**src/uft_pkg.sv**
```systemverilog
package uft_pkg;
  // Register offsets
  localparam logic [2:0] ADDR_CTRL1  = 3'h0;
  localparam logic [2:0] ADDR_CTRL2  = 3'h1;
  localparam logic [2:0] ADDR_STATUS = 3'h2;
  localparam logic [2:0] ADDR_DATA   = 3'h3;
  localparam logic [2:0] ADDR_BAUD   = 3'h4;
  // ctrl_reg_one fields
  localparam int C1_ON      = 7;
  localparam int C1_NINE    = 6;
  localparam int C1_PAREN   = 5;
  localparam int C1_ODD     = 4;
  localparam int C1_TWOSTOP = 3;
  localparam int C1_RX8     = 1;
  localparam int C1_TX8     = 0;
  // ctrl_reg_two fields
  localparam int C2_TXEN = 7;
  localparam int C2_RXEN = 6;
  localparam int C2_HS   = 5;
  localparam int C2_BRK  = 4;
  localparam int C2_RXIE = 3;
  localparam int C2_TXIE = 0;
  // Reset values
  localparam logic [7:0] CTRL1_RST = 8'h00;
  localparam logic [7:0] CTRL2_RST = 8'h00;
  localparam logic [7:0] BAUD_RST  = 8'h00;
  // Timing counts
  localparam logic [1:0] LOW_PRESCALE = 2'h3;
  localparam logic [3:0] LAST_PHASE   = 4'hf;
  localparam logic [3:0] VOTE_A       = 4'h7;
  localparam logic [3:0] VOTE_B       = 4'h8;
  localparam logic [3:0] VOTE_C       = 4'h9;
  localparam logic [3:0] BREAK_LAST   = 4'hc;
  localparam logic [3:0] BITS_EIGHT   = 4'h8;
  localparam logic [3:0] BITS_NINE    = 4'h9;
  localparam logic [1:0] FIFO_FULL    = 2'h2;

  typedef enum logic [2:0] {
    TX_IDLE, TX_START, TX_DATA, TX_BREAK, TX_STOP
  } uft_tx_state_t;

  typedef enum logic [2:0] {
    RX_IDLE, RX_START, RX_DATA, RX_STOP, RX_WAIT
  } uft_rx_state_t;

  typedef struct packed {
    logic       ninth;
    logic [7:0] data;
  } uft_word_t;
endpackage
```
**src/uft_core.sv**
```systemverilog
// How it works
// Nine-bit words when selected; ninth bit comes from tx_bit_eight.
// Received ninth bit shows in rx_bit_eight, apart from the data byte.
// Parity enable switches parity; parity select picks odd or even.
// Two stop bits only on transmit; receiver checks one stop bit.
// With parity off, word MSB is carried as the address bit unchanged.
// Shifter reloads from buffer only after previous stop bits end.
// Sending starts once enabled and data written, either order.
// Clearing transmit enable aborts frame, resets transmitter, releases pin.
// Frames go out least significant bit first.
// Data writes are ignored while tx_empty_flag is low.
// Status read then data write clears tx_idle_flag; tx_empty_flag clears only when the word is held.
// tx_empty_flag set when buffer free; gated interrupt request.
// Write when idle loads shifter directly; else held until frame ends.
// tx_idle_flag set after stop bits or after a break frame.
// Break armed after control held over divisor+1 clocks while idle.
// Break is start then 13-bit zero groups, repeating while held.
// After break clears, finish group then stop bits; no tx interrupt.
// Receiver samples at sixteen times the bit rate.
// Each received bit decided by three-sample majority.
// Two words buffered; third word lost on overflow, overrun set.
// rx_avail_flag when buffered; interrupt on each shifter transfer.
// Status read then data read acknowledges received data.
// Receiver hunts start bit when enabled; sets error flags.
// Bit rate is clock over 64(N+1), or 16(N+1) in high speed.
// Transmit pin rests high when nothing is sent.
// Turning off empties buffers, clears tx/rx enables, break and flags, sets idles.
// Zero sampled at stop position sets framing_flag.
// Parity replaces the top data position, computed over the rest.
// Received parity mismatch sets the parity error flag.
`timescale 1ns/1ns
module uft_core
  import uft_pkg::*;
(
  // Clock and reset
  input  wire logic       clk,
  input  wire logic       rst_n,
  // Register port
  input  wire logic [2:0] regAddr,
  input  wire logic [7:0] regWdata,
  input  wire logic       regWrite,
  input  wire logic       regRead,
  output logic      [7:0] regRdata,
  // Serial line
  input  wire logic       rxPin,
  output logic            txPin,
  output logic            txPinOe,
  // Interrupt requests
  output logic            txIrq,
  output logic            rxIrq
);

  logic [7:0] ctrl1Reg, ctrl2Reg, baudReg, rdataReg;
  logic statusSeenReg;
  logic [7:0] divCnt;
  logic [1:0] preCnt;
  logic sampleTick, divWrap;
  logic uartOn, nine, parEn, parOdd, twoStop;
  logic txRun, rxRun, brkCtrl;
  logic dataWr, dataRd;
  logic [3:0] nBits;

  assign uartOn  = ctrl1Reg[C1_ON];
  assign nine    = ctrl1Reg[C1_NINE];
  assign parEn   = ctrl1Reg[C1_PAREN];
  assign parOdd  = ctrl1Reg[C1_ODD];
  assign twoStop = ctrl1Reg[C1_TWOSTOP];
  assign txRun   = uartOn & ctrl2Reg[C2_TXEN];
  assign rxRun   = uartOn & ctrl2Reg[C2_RXEN];
  assign brkCtrl = ctrl2Reg[C2_BRK];
  assign dataWr  = regWrite && regAddr == ADDR_DATA;
  assign dataRd  = regRead && regAddr == ADDR_DATA;
  assign nBits   = nine ? BITS_NINE : BITS_EIGHT;

  // Parity placed in top position, MSB otherwise kept as is
  function automatic logic [8:0] frameWord(input logic [8:0] w,
      input logic nn, input logic pe, input logic odd);
    logic [8:0] r;
    r = w;
    if (nn) begin
      if (pe) r[8] = ^w[7:0] ^ odd;
    end else begin
      r[8] = 1'b0;
      if (pe) r[7] = ^w[6:0] ^ odd;
    end
    return r;
  endfunction

  // Control registers
  always_ff @(posedge clk or negedge rst_n) begin
    if (!rst_n) begin
      ctrl1Reg <= CTRL1_RST;
      baudReg  <= BAUD_RST;
    end else if (regWrite) begin
      if (regAddr == ADDR_CTRL1) ctrl1Reg <= regWdata;
      if (regAddr == ADDR_BAUD) baudReg <= regWdata;
    end
  end

  always_ff @(posedge clk or negedge rst_n) begin
    if (!rst_n) begin
      ctrl2Reg <= CTRL2_RST;
    end else begin
      if (regWrite && regAddr == ADDR_CTRL2) ctrl2Reg <= regWdata;
      if (!uartOn) begin
        ctrl2Reg[C2_TXEN] <= 1'b0;
        ctrl2Reg[C2_RXEN] <= 1'b0;
        ctrl2Reg[C2_BRK]  <= 1'b0;
      end
    end
  end

  always_ff @(posedge clk or negedge rst_n) begin
    if (!rst_n) statusSeenReg <= 1'b0;
    else if (regRead && regAddr == ADDR_STATUS) statusSeenReg <= 1'b1;
    else if (dataWr || dataRd) statusSeenReg <= 1'b0;
  end

  // Baud generator: oversample tick every (N+1) or 4(N+1) clocks
  assign divWrap = uartOn && divCnt == baudReg;
  assign sampleTick = divWrap && (ctrl2Reg[C2_HS] ||
                                  preCnt == LOW_PRESCALE);

  always_ff @(posedge clk or negedge rst_n) begin
    if (!rst_n) begin
      divCnt <= 8'h00;
      preCnt <= 2'h0;
    end else if (!uartOn) begin
      divCnt <= 8'h00;
      preCnt <= 2'h0;
    end else if (divWrap) begin
      divCnt <= 8'h00;
      preCnt <= preCnt + 2'h1;
    end else begin
      divCnt <= divCnt + 8'h01;
    end
  end

  // Transmitter
  uft_tx_state_t txState;
  uft_word_t txBuf;
  logic txBufFull, txEmptyFlag, txIdleFlag;
  logic [8:0] txShift;
  logic [3:0] txBitCnt, txPhase;
  logic txStopCnt, brkMode, brkArmed, bitTick;
  logic txLoadDirect, txFromBuf, txFrameDone;
  logic [9:0] brkCnt;

  assign txEmptyFlag  = !txBufFull;
  assign bitTick      = sampleTick && txPhase == LAST_PHASE;
  assign txLoadDirect = dataWr && txEmptyFlag && txState == TX_IDLE &&
                        txRun && !brkArmed;
  assign txFromBuf    = txState == TX_IDLE && txRun && txBufFull &&
                        !brkArmed;
  assign txFrameDone  = txState == TX_STOP && bitTick &&
                        (!twoStop || txStopCnt);
  assign brkArmed = brkCnt > {2'b00, baudReg} + 10'h001;
  assign txPinOe  = txRun;
  assign txIrq    = ctrl2Reg[C2_TXIE] & txEmptyFlag;

  always_ff @(posedge clk or negedge rst_n) begin
    if (!rst_n) begin
      txBufFull <= 1'b0;
      txBuf     <= '0;
    end else if (!uartOn) begin
      txBufFull <= 1'b0;
    end else if (dataWr && txEmptyFlag && !txLoadDirect) begin
      txBuf     <= {ctrl1Reg[C1_TX8], regWdata};
      txBufFull <= 1'b1;
    end else if (txFromBuf) begin
      txBufFull <= 1'b0;
    end
  end

  always_ff @(posedge clk or negedge rst_n) begin
    if (!rst_n) brkCnt <= 10'h000;
    else if (!brkCtrl || !txIdleFlag || txState != TX_IDLE)
      brkCnt <= 10'h000;
    else if (!brkArmed) brkCnt <= brkCnt + 10'h001;
  end

  always_ff @(posedge clk or negedge rst_n) begin
    if (!rst_n) begin
      txState   <= TX_IDLE;
      txPin     <= 1'b1;
      txShift   <= 9'h000;
      txBitCnt  <= 4'h0;
      txPhase   <= 4'h0;
      txStopCnt <= 1'b0;
      brkMode   <= 1'b0;
    end else if (!txRun) begin
      txState <= TX_IDLE;
      txPin   <= 1'b1;
      txPhase <= 4'h0;
      brkMode <= 1'b0;
    end else begin
      if (sampleTick && txState != TX_IDLE) txPhase <= txPhase + 4'h1;
      unique case (txState)
        TX_IDLE: begin
          txPin   <= 1'b1;
          txPhase <= 4'h0;
          if (brkArmed) begin
            txState <= TX_START;
            txPin   <= 1'b0;
            brkMode <= 1'b1;
          end else if (txLoadDirect || txFromBuf) begin
            txShift <= frameWord(txLoadDirect ?
                         {ctrl1Reg[C1_TX8], regWdata} : txBuf,
                         nine, parEn, parOdd);
            txState <= TX_START;
            txPin   <= 1'b0;
            brkMode <= 1'b0;
          end
        end
        TX_START: if (bitTick) begin
          txBitCnt <= 4'h0;
          if (brkMode) begin
            txState <= TX_BREAK;
          end else begin
            txState  <= TX_DATA;
            txPin    <= txShift[0];
            txShift  <= {1'b0, txShift[8:1]};
            txBitCnt <= 4'h1;
          end
        end
        TX_DATA: if (bitTick) begin
          if (txBitCnt == nBits) begin
            txState   <= TX_STOP;
            txPin     <= 1'b1;
            txStopCnt <= 1'b0;
          end else begin
            txPin    <= txShift[0];
            txShift  <= {1'b0, txShift[8:1]};
            txBitCnt <= txBitCnt + 4'h1;
          end
        end
        TX_BREAK: if (bitTick) begin
          if (txBitCnt == BREAK_LAST) begin
            txBitCnt <= 4'h0;
            if (!brkCtrl) begin
              txState   <= TX_STOP;
              txPin     <= 1'b1;
              txStopCnt <= 1'b0;
            end
          end else begin
            txBitCnt <= txBitCnt + 4'h1;
          end
        end
        TX_STOP: if (bitTick) begin
          if (twoStop && !txStopCnt) txStopCnt <= 1'b1;
          else txState <= TX_IDLE;
        end
      endcase
    end
  end

  always_ff @(posedge clk or negedge rst_n) begin
    if (!rst_n) txIdleFlag <= 1'b1;
    else if (!uartOn || txFrameDone || (!txRun && txState != TX_IDLE))
      txIdleFlag <= 1'b1;
    else if (dataWr && statusSeenReg && txEmptyFlag)
      txIdleFlag <= 1'b0;
  end

  // Receiver
  uft_rx_state_t rxState;
  uft_word_t rxMem [2];
  logic rxSync1, rxSync2, sampA, sampB, vote, noisy, rxNoise;
  logic [3:0] rxPhase, rxBitCnt;
  logic [8:0] rxShift, rxWord;
  logic rxPush, rxPop, rxWrPtr, rxRdPtr, rxAvail, rxIdle;
  logic [1:0] rxCnt;
  logic parFlag, noiseFlag, framingFlag, overrunFlag;

  assign vote    = (sampA & sampB) | (sampA & rxSync2) |
                   (sampB & rxSync2);
  assign noisy   = !(sampA == sampB && sampB == rxSync2);
  assign rxWord  = nine ? rxShift : {1'b0, rxShift[8:1]};
  assign rxPush  = rxRun && sampleTick && rxState == RX_STOP &&
                   rxPhase == VOTE_C;
  assign rxPop   = dataRd && rxAvail;
  assign rxAvail = rxCnt != 2'h0;
  assign rxIdle  = rxState == RX_IDLE || rxState == RX_WAIT;

  always_ff @(posedge clk or negedge rst_n) begin
    if (!rst_n) begin
      rxSync1 <= 1'b1;
      rxSync2 <= 1'b1;
    end else begin
      rxSync1 <= rxPin;
      rxSync2 <= rxSync1;
    end
  end

  always_ff @(posedge clk or negedge rst_n) begin
    if (!rst_n) begin
      rxState  <= RX_IDLE;
      rxPhase  <= 4'h0;
      rxBitCnt <= 4'h0;
      rxShift  <= 9'h000;
      rxNoise  <= 1'b0;
      sampA    <= 1'b1;
      sampB    <= 1'b1;
    end else if (!rxRun) begin
      rxState <= RX_IDLE;
    end else if (sampleTick) begin
      rxPhase <= rxPhase + 4'h1;
      if (rxPhase == VOTE_A) sampA <= rxSync2;
      if (rxPhase == VOTE_B) sampB <= rxSync2;
      unique case (rxState)
        RX_IDLE: begin
          rxPhase <= 4'h0;
          rxNoise <= 1'b0;
          if (!rxSync2) rxState <= RX_START;
        end
        RX_START: begin
          if (rxPhase == VOTE_C && vote) rxState <= RX_IDLE;
          if (rxPhase == VOTE_C) rxNoise <= noisy;
          if (rxPhase == LAST_PHASE) begin
            rxState  <= RX_DATA;
            rxBitCnt <= 4'h0;
          end
        end
        RX_DATA: begin
          if (rxPhase == VOTE_C) begin
            rxShift  <= {vote, rxShift[8:1]};
            rxBitCnt <= rxBitCnt + 4'h1;
            rxNoise  <= rxNoise | noisy;
          end
          if (rxPhase == LAST_PHASE && rxBitCnt == nBits)
            rxState <= RX_STOP;
        end
        RX_STOP: if (rxPhase == VOTE_C) begin
          rxState <= vote ? RX_IDLE : RX_WAIT;
        end
        RX_WAIT: if (rxSync2) rxState <= RX_IDLE;
      endcase
    end
  end

  always_ff @(posedge clk or negedge rst_n) begin
    if (!rst_n) begin
      rxCnt   <= 2'h0;
      rxWrPtr <= 1'b0;
      rxRdPtr <= 1'b0;
    end else if (!uartOn) begin
      rxCnt   <= 2'h0;
      rxWrPtr <= 1'b0;
      rxRdPtr <= 1'b0;
    end else begin
      if (rxPush && rxCnt != FIFO_FULL) rxWrPtr <= !rxWrPtr;
      if (rxPop) rxRdPtr <= !rxRdPtr;
      if ((rxPush && rxCnt != FIFO_FULL) && !rxPop)
        rxCnt <= rxCnt + 2'h1;
      else if (!(rxPush && rxCnt != FIFO_FULL) && rxPop)
        rxCnt <= rxCnt - 2'h1;
    end
  end

  always_ff @(posedge clk) begin
    if (rxPush && rxCnt != FIFO_FULL)
      rxMem[rxWrPtr] <= rxWord;
  end

  // Error flags: a new event beats the acknowledge
  always_ff @(posedge clk or negedge rst_n) begin
    if (!rst_n) begin
      parFlag     <= 1'b0;
      noiseFlag   <= 1'b0;
      framingFlag <= 1'b0;
      overrunFlag <= 1'b0;
    end else if (!uartOn) begin
      parFlag     <= 1'b0;
      noiseFlag   <= 1'b0;
      framingFlag <= 1'b0;
      overrunFlag <= 1'b0;
    end else begin
      if (dataRd && statusSeenReg) begin
        parFlag     <= 1'b0;
        noiseFlag   <= 1'b0;
        framingFlag <= 1'b0;
        overrunFlag <= 1'b0;
      end
      if (rxPush && rxCnt == FIFO_FULL) overrunFlag <= 1'b1;
      if (rxPush && rxCnt != FIFO_FULL) begin
        if (!vote) framingFlag <= 1'b1;
        if (rxNoise | noisy) noiseFlag <= 1'b1;
        if (parEn && frameWord(rxWord, nine, 1'b1, parOdd) != rxWord)
          parFlag <= 1'b1;
      end
    end
  end

  always_ff @(posedge clk or negedge rst_n) begin
    if (!rst_n) rxIrq <= 1'b0;
    else rxIrq <= ctrl2Reg[C2_RXIE] & rxPush;
  end

  // Read data one cycle after the strobe
  always_ff @(posedge clk or negedge rst_n) begin
    if (!rst_n) begin
      rdataReg <= 8'h00;
    end else if (regRead) begin
      unique case (regAddr)
        ADDR_CTRL1: begin
          rdataReg <= ctrl1Reg;
          rdataReg[C1_RX8] <= rxAvail & rxMem[rxRdPtr].ninth;
        end
        ADDR_CTRL2:  rdataReg <= ctrl2Reg;
        ADDR_STATUS: rdataReg <= {parFlag, noiseFlag, framingFlag,
                                  overrunFlag, rxIdle, rxAvail,
                                  txIdleFlag, txEmptyFlag};
        ADDR_DATA:   rdataReg <= rxAvail ? rxMem[rxRdPtr].data : 8'h00;
        ADDR_BAUD:   rdataReg <= baudReg;
        default:     rdataReg <= 8'h00;
      endcase
    end else begin
      rdataReg <= 8'h00;
    end
  end
  assign regRdata = rdataReg;
endmodule

```
**config.mk**
```make
export PLATFORM = sky130hd
export DESIGN_NAME = uft_core
export DESIGN_NICKNAME = d
export VERILOG_FILES = /design/src/uft_pkg.sv /design/src/uft_core.sv
export SDC_FILE = /design/constraint.sdc
export NUM_CORES = 1
export LEC_CHECK = 0
export ABC_AREA = 1
export BUFFER_PORTS_ARGS = -buffer_cell sky130_fd_sc_hd__buf_2
export CAP_MARGIN = 20
export CORE_MARGIN = 3
export CORE_UTILIZATION = 48
export CTS_CLUSTER_DIAMETER = 40
export DETAILED_ROUTE_END_ITERATION = 6
export GPL_TIMING_DRIVEN = 0
export PLACE_DENSITY_LB_ADDON = 0.12
export RECOVER_POWER = 100
export SYNTH_ARGS = -nofsm -noshare
export SYNTH_HDL_FRONTEND = slang
export SYNTH_SLANG_ARGS = --single-unit
```
**constraint.sdc**
```tcl
create_clock -name clk -period 4 [get_ports clk]
set_input_delay 0.6 -clock clk [delete_from_list [all_inputs] [get_ports clk]]
set_output_delay 0.6 -clock clk [all_outputs]
set_load 0.02 [all_outputs]
```
==> results by group <==
Run status
  • Outcome: finished, violations left
  • Failing checks: max-capacitance violations, max-slew violations

Logic synthesis
  • Sequential area share after synthesis: ~46%
  • Syn Area/Cell: around 8.0 um2
  • Synth Cell Area: ~7700 um2
  • Post-Synthesis Cells: about 960
  • Syn nets: 999
  • Post-synth EDFFs: 18
  • Synth warn: 0
  • Synth unique cells: 55
  • Async SR Flop Fraction: between 80 and 90%
  • Main flop type after synthesis: dfrtp_1
  • #FFs+latches synth: 138

Layout
  • Layout Utilization: roughly 56%
  • Most frequent cells in the layout: nand2_1 (234), inv_1 (124), dfrtp_1 (114), o21ai_0 (91), nor2_1 (87)
  • Multi-input logic area: around 3500 um2
  • Fillers: 1494
  • Fin nets: around 1000
  • N_diodes: 0
  • Share of cells above drive strength 1: under 10%
  • Fin area: 8650 um2
  • Commonest non-fill, non-tap cell in the layout: nand2_1
  • P&R area growth vs syn: 12.6%
  • Sequential Area: roughly 3600 um2

Job
  • Max-cap violations: 1

Clock tree
  • Post-CTS Setup Bufs: 0
  • CTS Hold Bufs: 0
  • Clock transition at path regs: about 60 ps
  • Clk root buf: clkbuf_16
  • TritonCTS clock tree: yes
  • H-tree depth: 4
  • Clk_lat worst skew: approximately 420 ps
  • CTS Buf Count: 17
  • Clock sink count: 138
  • Clk buf depth: 2
  • Resized cells post-CTS: 0

Power
  • Leakage power: around 4 nW
  • Switching Share: roughly 28%
  • Reg power frac: 41.3%
  • Psw: 0.00109 W
  • Combinational power share: between 10% and 20%
  • PwrDens: around 440 nW/um2
  • Worst vdd ir: between 300 and 400 uV
  • Total internal power: ~0.0027 W
  • Clk network pwr share: about 42%

Hold path
  • Worst hold endpoint: rxSync1$_DFF_PN1_
  • HP Class: in -> reg
  • Hold wc startpoint: rxPin
  • Hold Crit Depth: 1

STA
  • Layout Skew: 7.06 ps
  • Worst Hold Slack: approximately 280 ps
  • Final hold vios: 0
  • # setup viols final: 0
  • Normalized max-slew margin: -116%
  • Final worst slack: 393 ps
  • Worst slew pin tran: between 3000 and 4000 ps
  • RSZ-0062 raised after global routing: false
  • Max Fclk: between 200 and 300 MHz
  • Period utilisation layout: ~90%
  • TNS Setup: 0 ps
  • Max Transition Viols Final: 58
  • Min Tclk post-route: about 3600 ps

Critical path
  • Depth of the worst register-to-register path: 13
  • Crit-path max FO: 9
  • R2R setup slack: around 400 ps
  • Worst stage delay on the critical path: ~600 ps
  • Crit path kind: reg -> reg
  • Setup crit start kind: flip-flop
  • Setup crit end kind: flip-flop
  • Cell Chain, Critical Path: inv_1, nand2_1, a21oi_1, nand3_2, nor2_1, nand3b_1, clkinvlp_2, nand2_1, inv_1, nand3_1, nor2_4, inv_2, nor2_1
  • Reg2reg end: rxMem[0][1]$_DFFE_PP_
  • Critical path data required time: slightly above 4000 ps
  • Critical path arrival: about 3700 ps
  • Max stage delay cell, worst path: nor2_1
  • RR Startpoint: baudReg[5]$_DFFE_PN0P_

Global route
  • M3 GR Usage: 4.45%
  • Busiest grt layer: met2
  • Largest net degree at the start of global routing: 64
  • GRT met2 Usage: roughly 33%
  • Met1 usage: a little under a third
  • Global route overflow: 0
  • Antenna violations before repair: 0
  • Vias in the first global route: around 5700
  • Total track usage: 21.6%
  • First-pass GRT wire length: approximately 30 mm

Die
  • # IOs: 28
  • Core Rows: 45
  • Die height: approximately 130 um
  • Core ar.: between 15000 and 20000 um2
  • Die area: ~18000 um2
  • Initial Utilization: around 50%
  • Die width: about 130 um

Place
  • PortBufs: 27
  • Post-DP HPWL: around 14 mm
  • Place WS: approximately 420 ps
  • Last weighted congestion value of the routability-driven placer: between 0.8 and 0.9
  • Placement Cell Area: slightly above 8000 um2

Route
  • DR iter-0 viols: between 400 and 500
  • Wire per inst: between 10 and 15 um
  • Routed wire length: ~18 mm
  • Number of remaining DRC errors: 0
  • Total number of vias: about 6300
  • Drt pass-1 iters: 5
  • Drt via density: 5.14
  • ANT nets after route: 0
[metrics by stage]
stage | total power [W] | instances
2_1_floorplan | 0.00204 | 961
3_3_place_gp | 0.00223 | 1199
3_5_place_dp | 0.00224 | 1200
4_1_cts | 0.00387 | 1232
5_1_grt | 0.00403 | 1232
6_report | 0.00383 | 1232
[final cells by class]
class	instances	area share (%)
multi-input cells	671	40.2
flip-flops and latches	138	41.0
inverters	133	5.79
well taps	211	3.05
clock buffers	18	4.96
clock inverters	14	2.07
repair buffers	28	1.68
plain buffers	19	1.17
[logic make-up after synthesis]
| kind of cell | Yosys count | share of synthesized area, % |
|---|---|---|
| muxes | 1 | 0.147 |
| and+or+nand+nor | 439 | 25.6 |
| adders and majority gates | 22 | 3.58 |
| DFF | 138 | 46.2 |
| buffers and inverters | 152 | 7.90 |
| xor gates and xnor gates | 28 | 3.19 |
| AOI/OAI and AO/OA | 181 | 13.4 |
[synth_stat cells, types with 2 or more instances]
cell type,number,share of area (%)
a2111oi_0,2,0.23
a211oi_1,4,0.39
a21oi_1,48,3.1
a22oi_1,2,0.20
a31oi_1,2,0.16
buf_2,4,0.26
buf_6,3,0.44
clkbuf_1,11,0.54
clkinv_1,2,0.098
dfrtp_1,114,37
dfstp_2,6,2.1
edfxtp_1,18,7.0
ha_1,22,3.6
inv_1,122,6.0
inv_2,8,0.39
nand2_1,232,11
nand2_2,9,0.73
nand2_4,2,0.29
nand3_1,57,3.7
nand3_2,3,0.39
nand4_1,10,0.81
nor2_1,86,4.2
nor2_4,5,0.73
nor3_1,24,1.6
o211ai_1,4,0.39
o21ai_0,90,5.9
o21ai_1,2,0.13
o22ai_1,8,0.65
o31ai_1,8,0.78
o31ai_2,2,0.33
xnor2_1,13,1.5
xor2_1,15,1.7
[per-layer routing]
layer	wire length [um]	vias to the layer above
met5	0	-
met4	245	0
met3	764	18
met2	8460	122
met1	8970	2944
li1	-	3248
[registers in the layout, indices dropped and copies added, names as in the netlist, 7 cells and up]
signal / cells
txShift: 9
ctrl2Reg: 8
txBuf: 9
rxMem: 18
brkCnt: 10
regRdata: 8
baudReg: 8
ctrl1Reg: 7
rxShift: 9
divCnt: 8
[worst max-delay path by stage]
stage                                 startpoint                endpoint  slack (ps)  cells after the start
after global routing      baudReg[2]$_DFFE_PN0P_  txShift[6]$_DFFE_PN0P_          20                     19
after floorplan           baudReg[2]$_DFFE_PN0P_  txShift[5]$_DFFE_PN0P_        1020                     19
after detailed placement  baudReg[2]$_DFFE_PN0P_  txShift[6]$_DFFE_PN0P_         420                     19
final                     baudReg[5]$_DFFE_PN0P_   rxMem[0][1]$_DFFE_PP_         390                     13
after global placement    baudReg[2]$_DFFE_PN0P_  txShift[6]$_DFFE_PN0P_         430                     19
after CTS                 baudReg[2]$_DFFE_PN0P_  txShift[6]$_DFFE_PN0P_         350                     19
[power groups by stage]
stage / clock, W / sequential, W / combinational, W
floorplan: 0 / 0.00159 / 0.000449
global placement: 0 / 0.00160 / 0.000623
detailed placement: 0 / 0.00160 / 0.000639
CTS: 0.00165 / 0.00158 / 0.000642
global route: 0.00172 / 0.00159 / 0.000720
finish: 0.00162 / 0.00158 / 0.000627
[critical path: cells and delay by family (launching register included)]
| family | cells | cell delay [ps] |
|---|---|---|
| compound gates | 1 | 180 |
| flops | 1 | 470 |
| buf+inv | 4 | 730 |
| simple gates | 8 | 1830 |
Power figures use the tool's default switching activity.
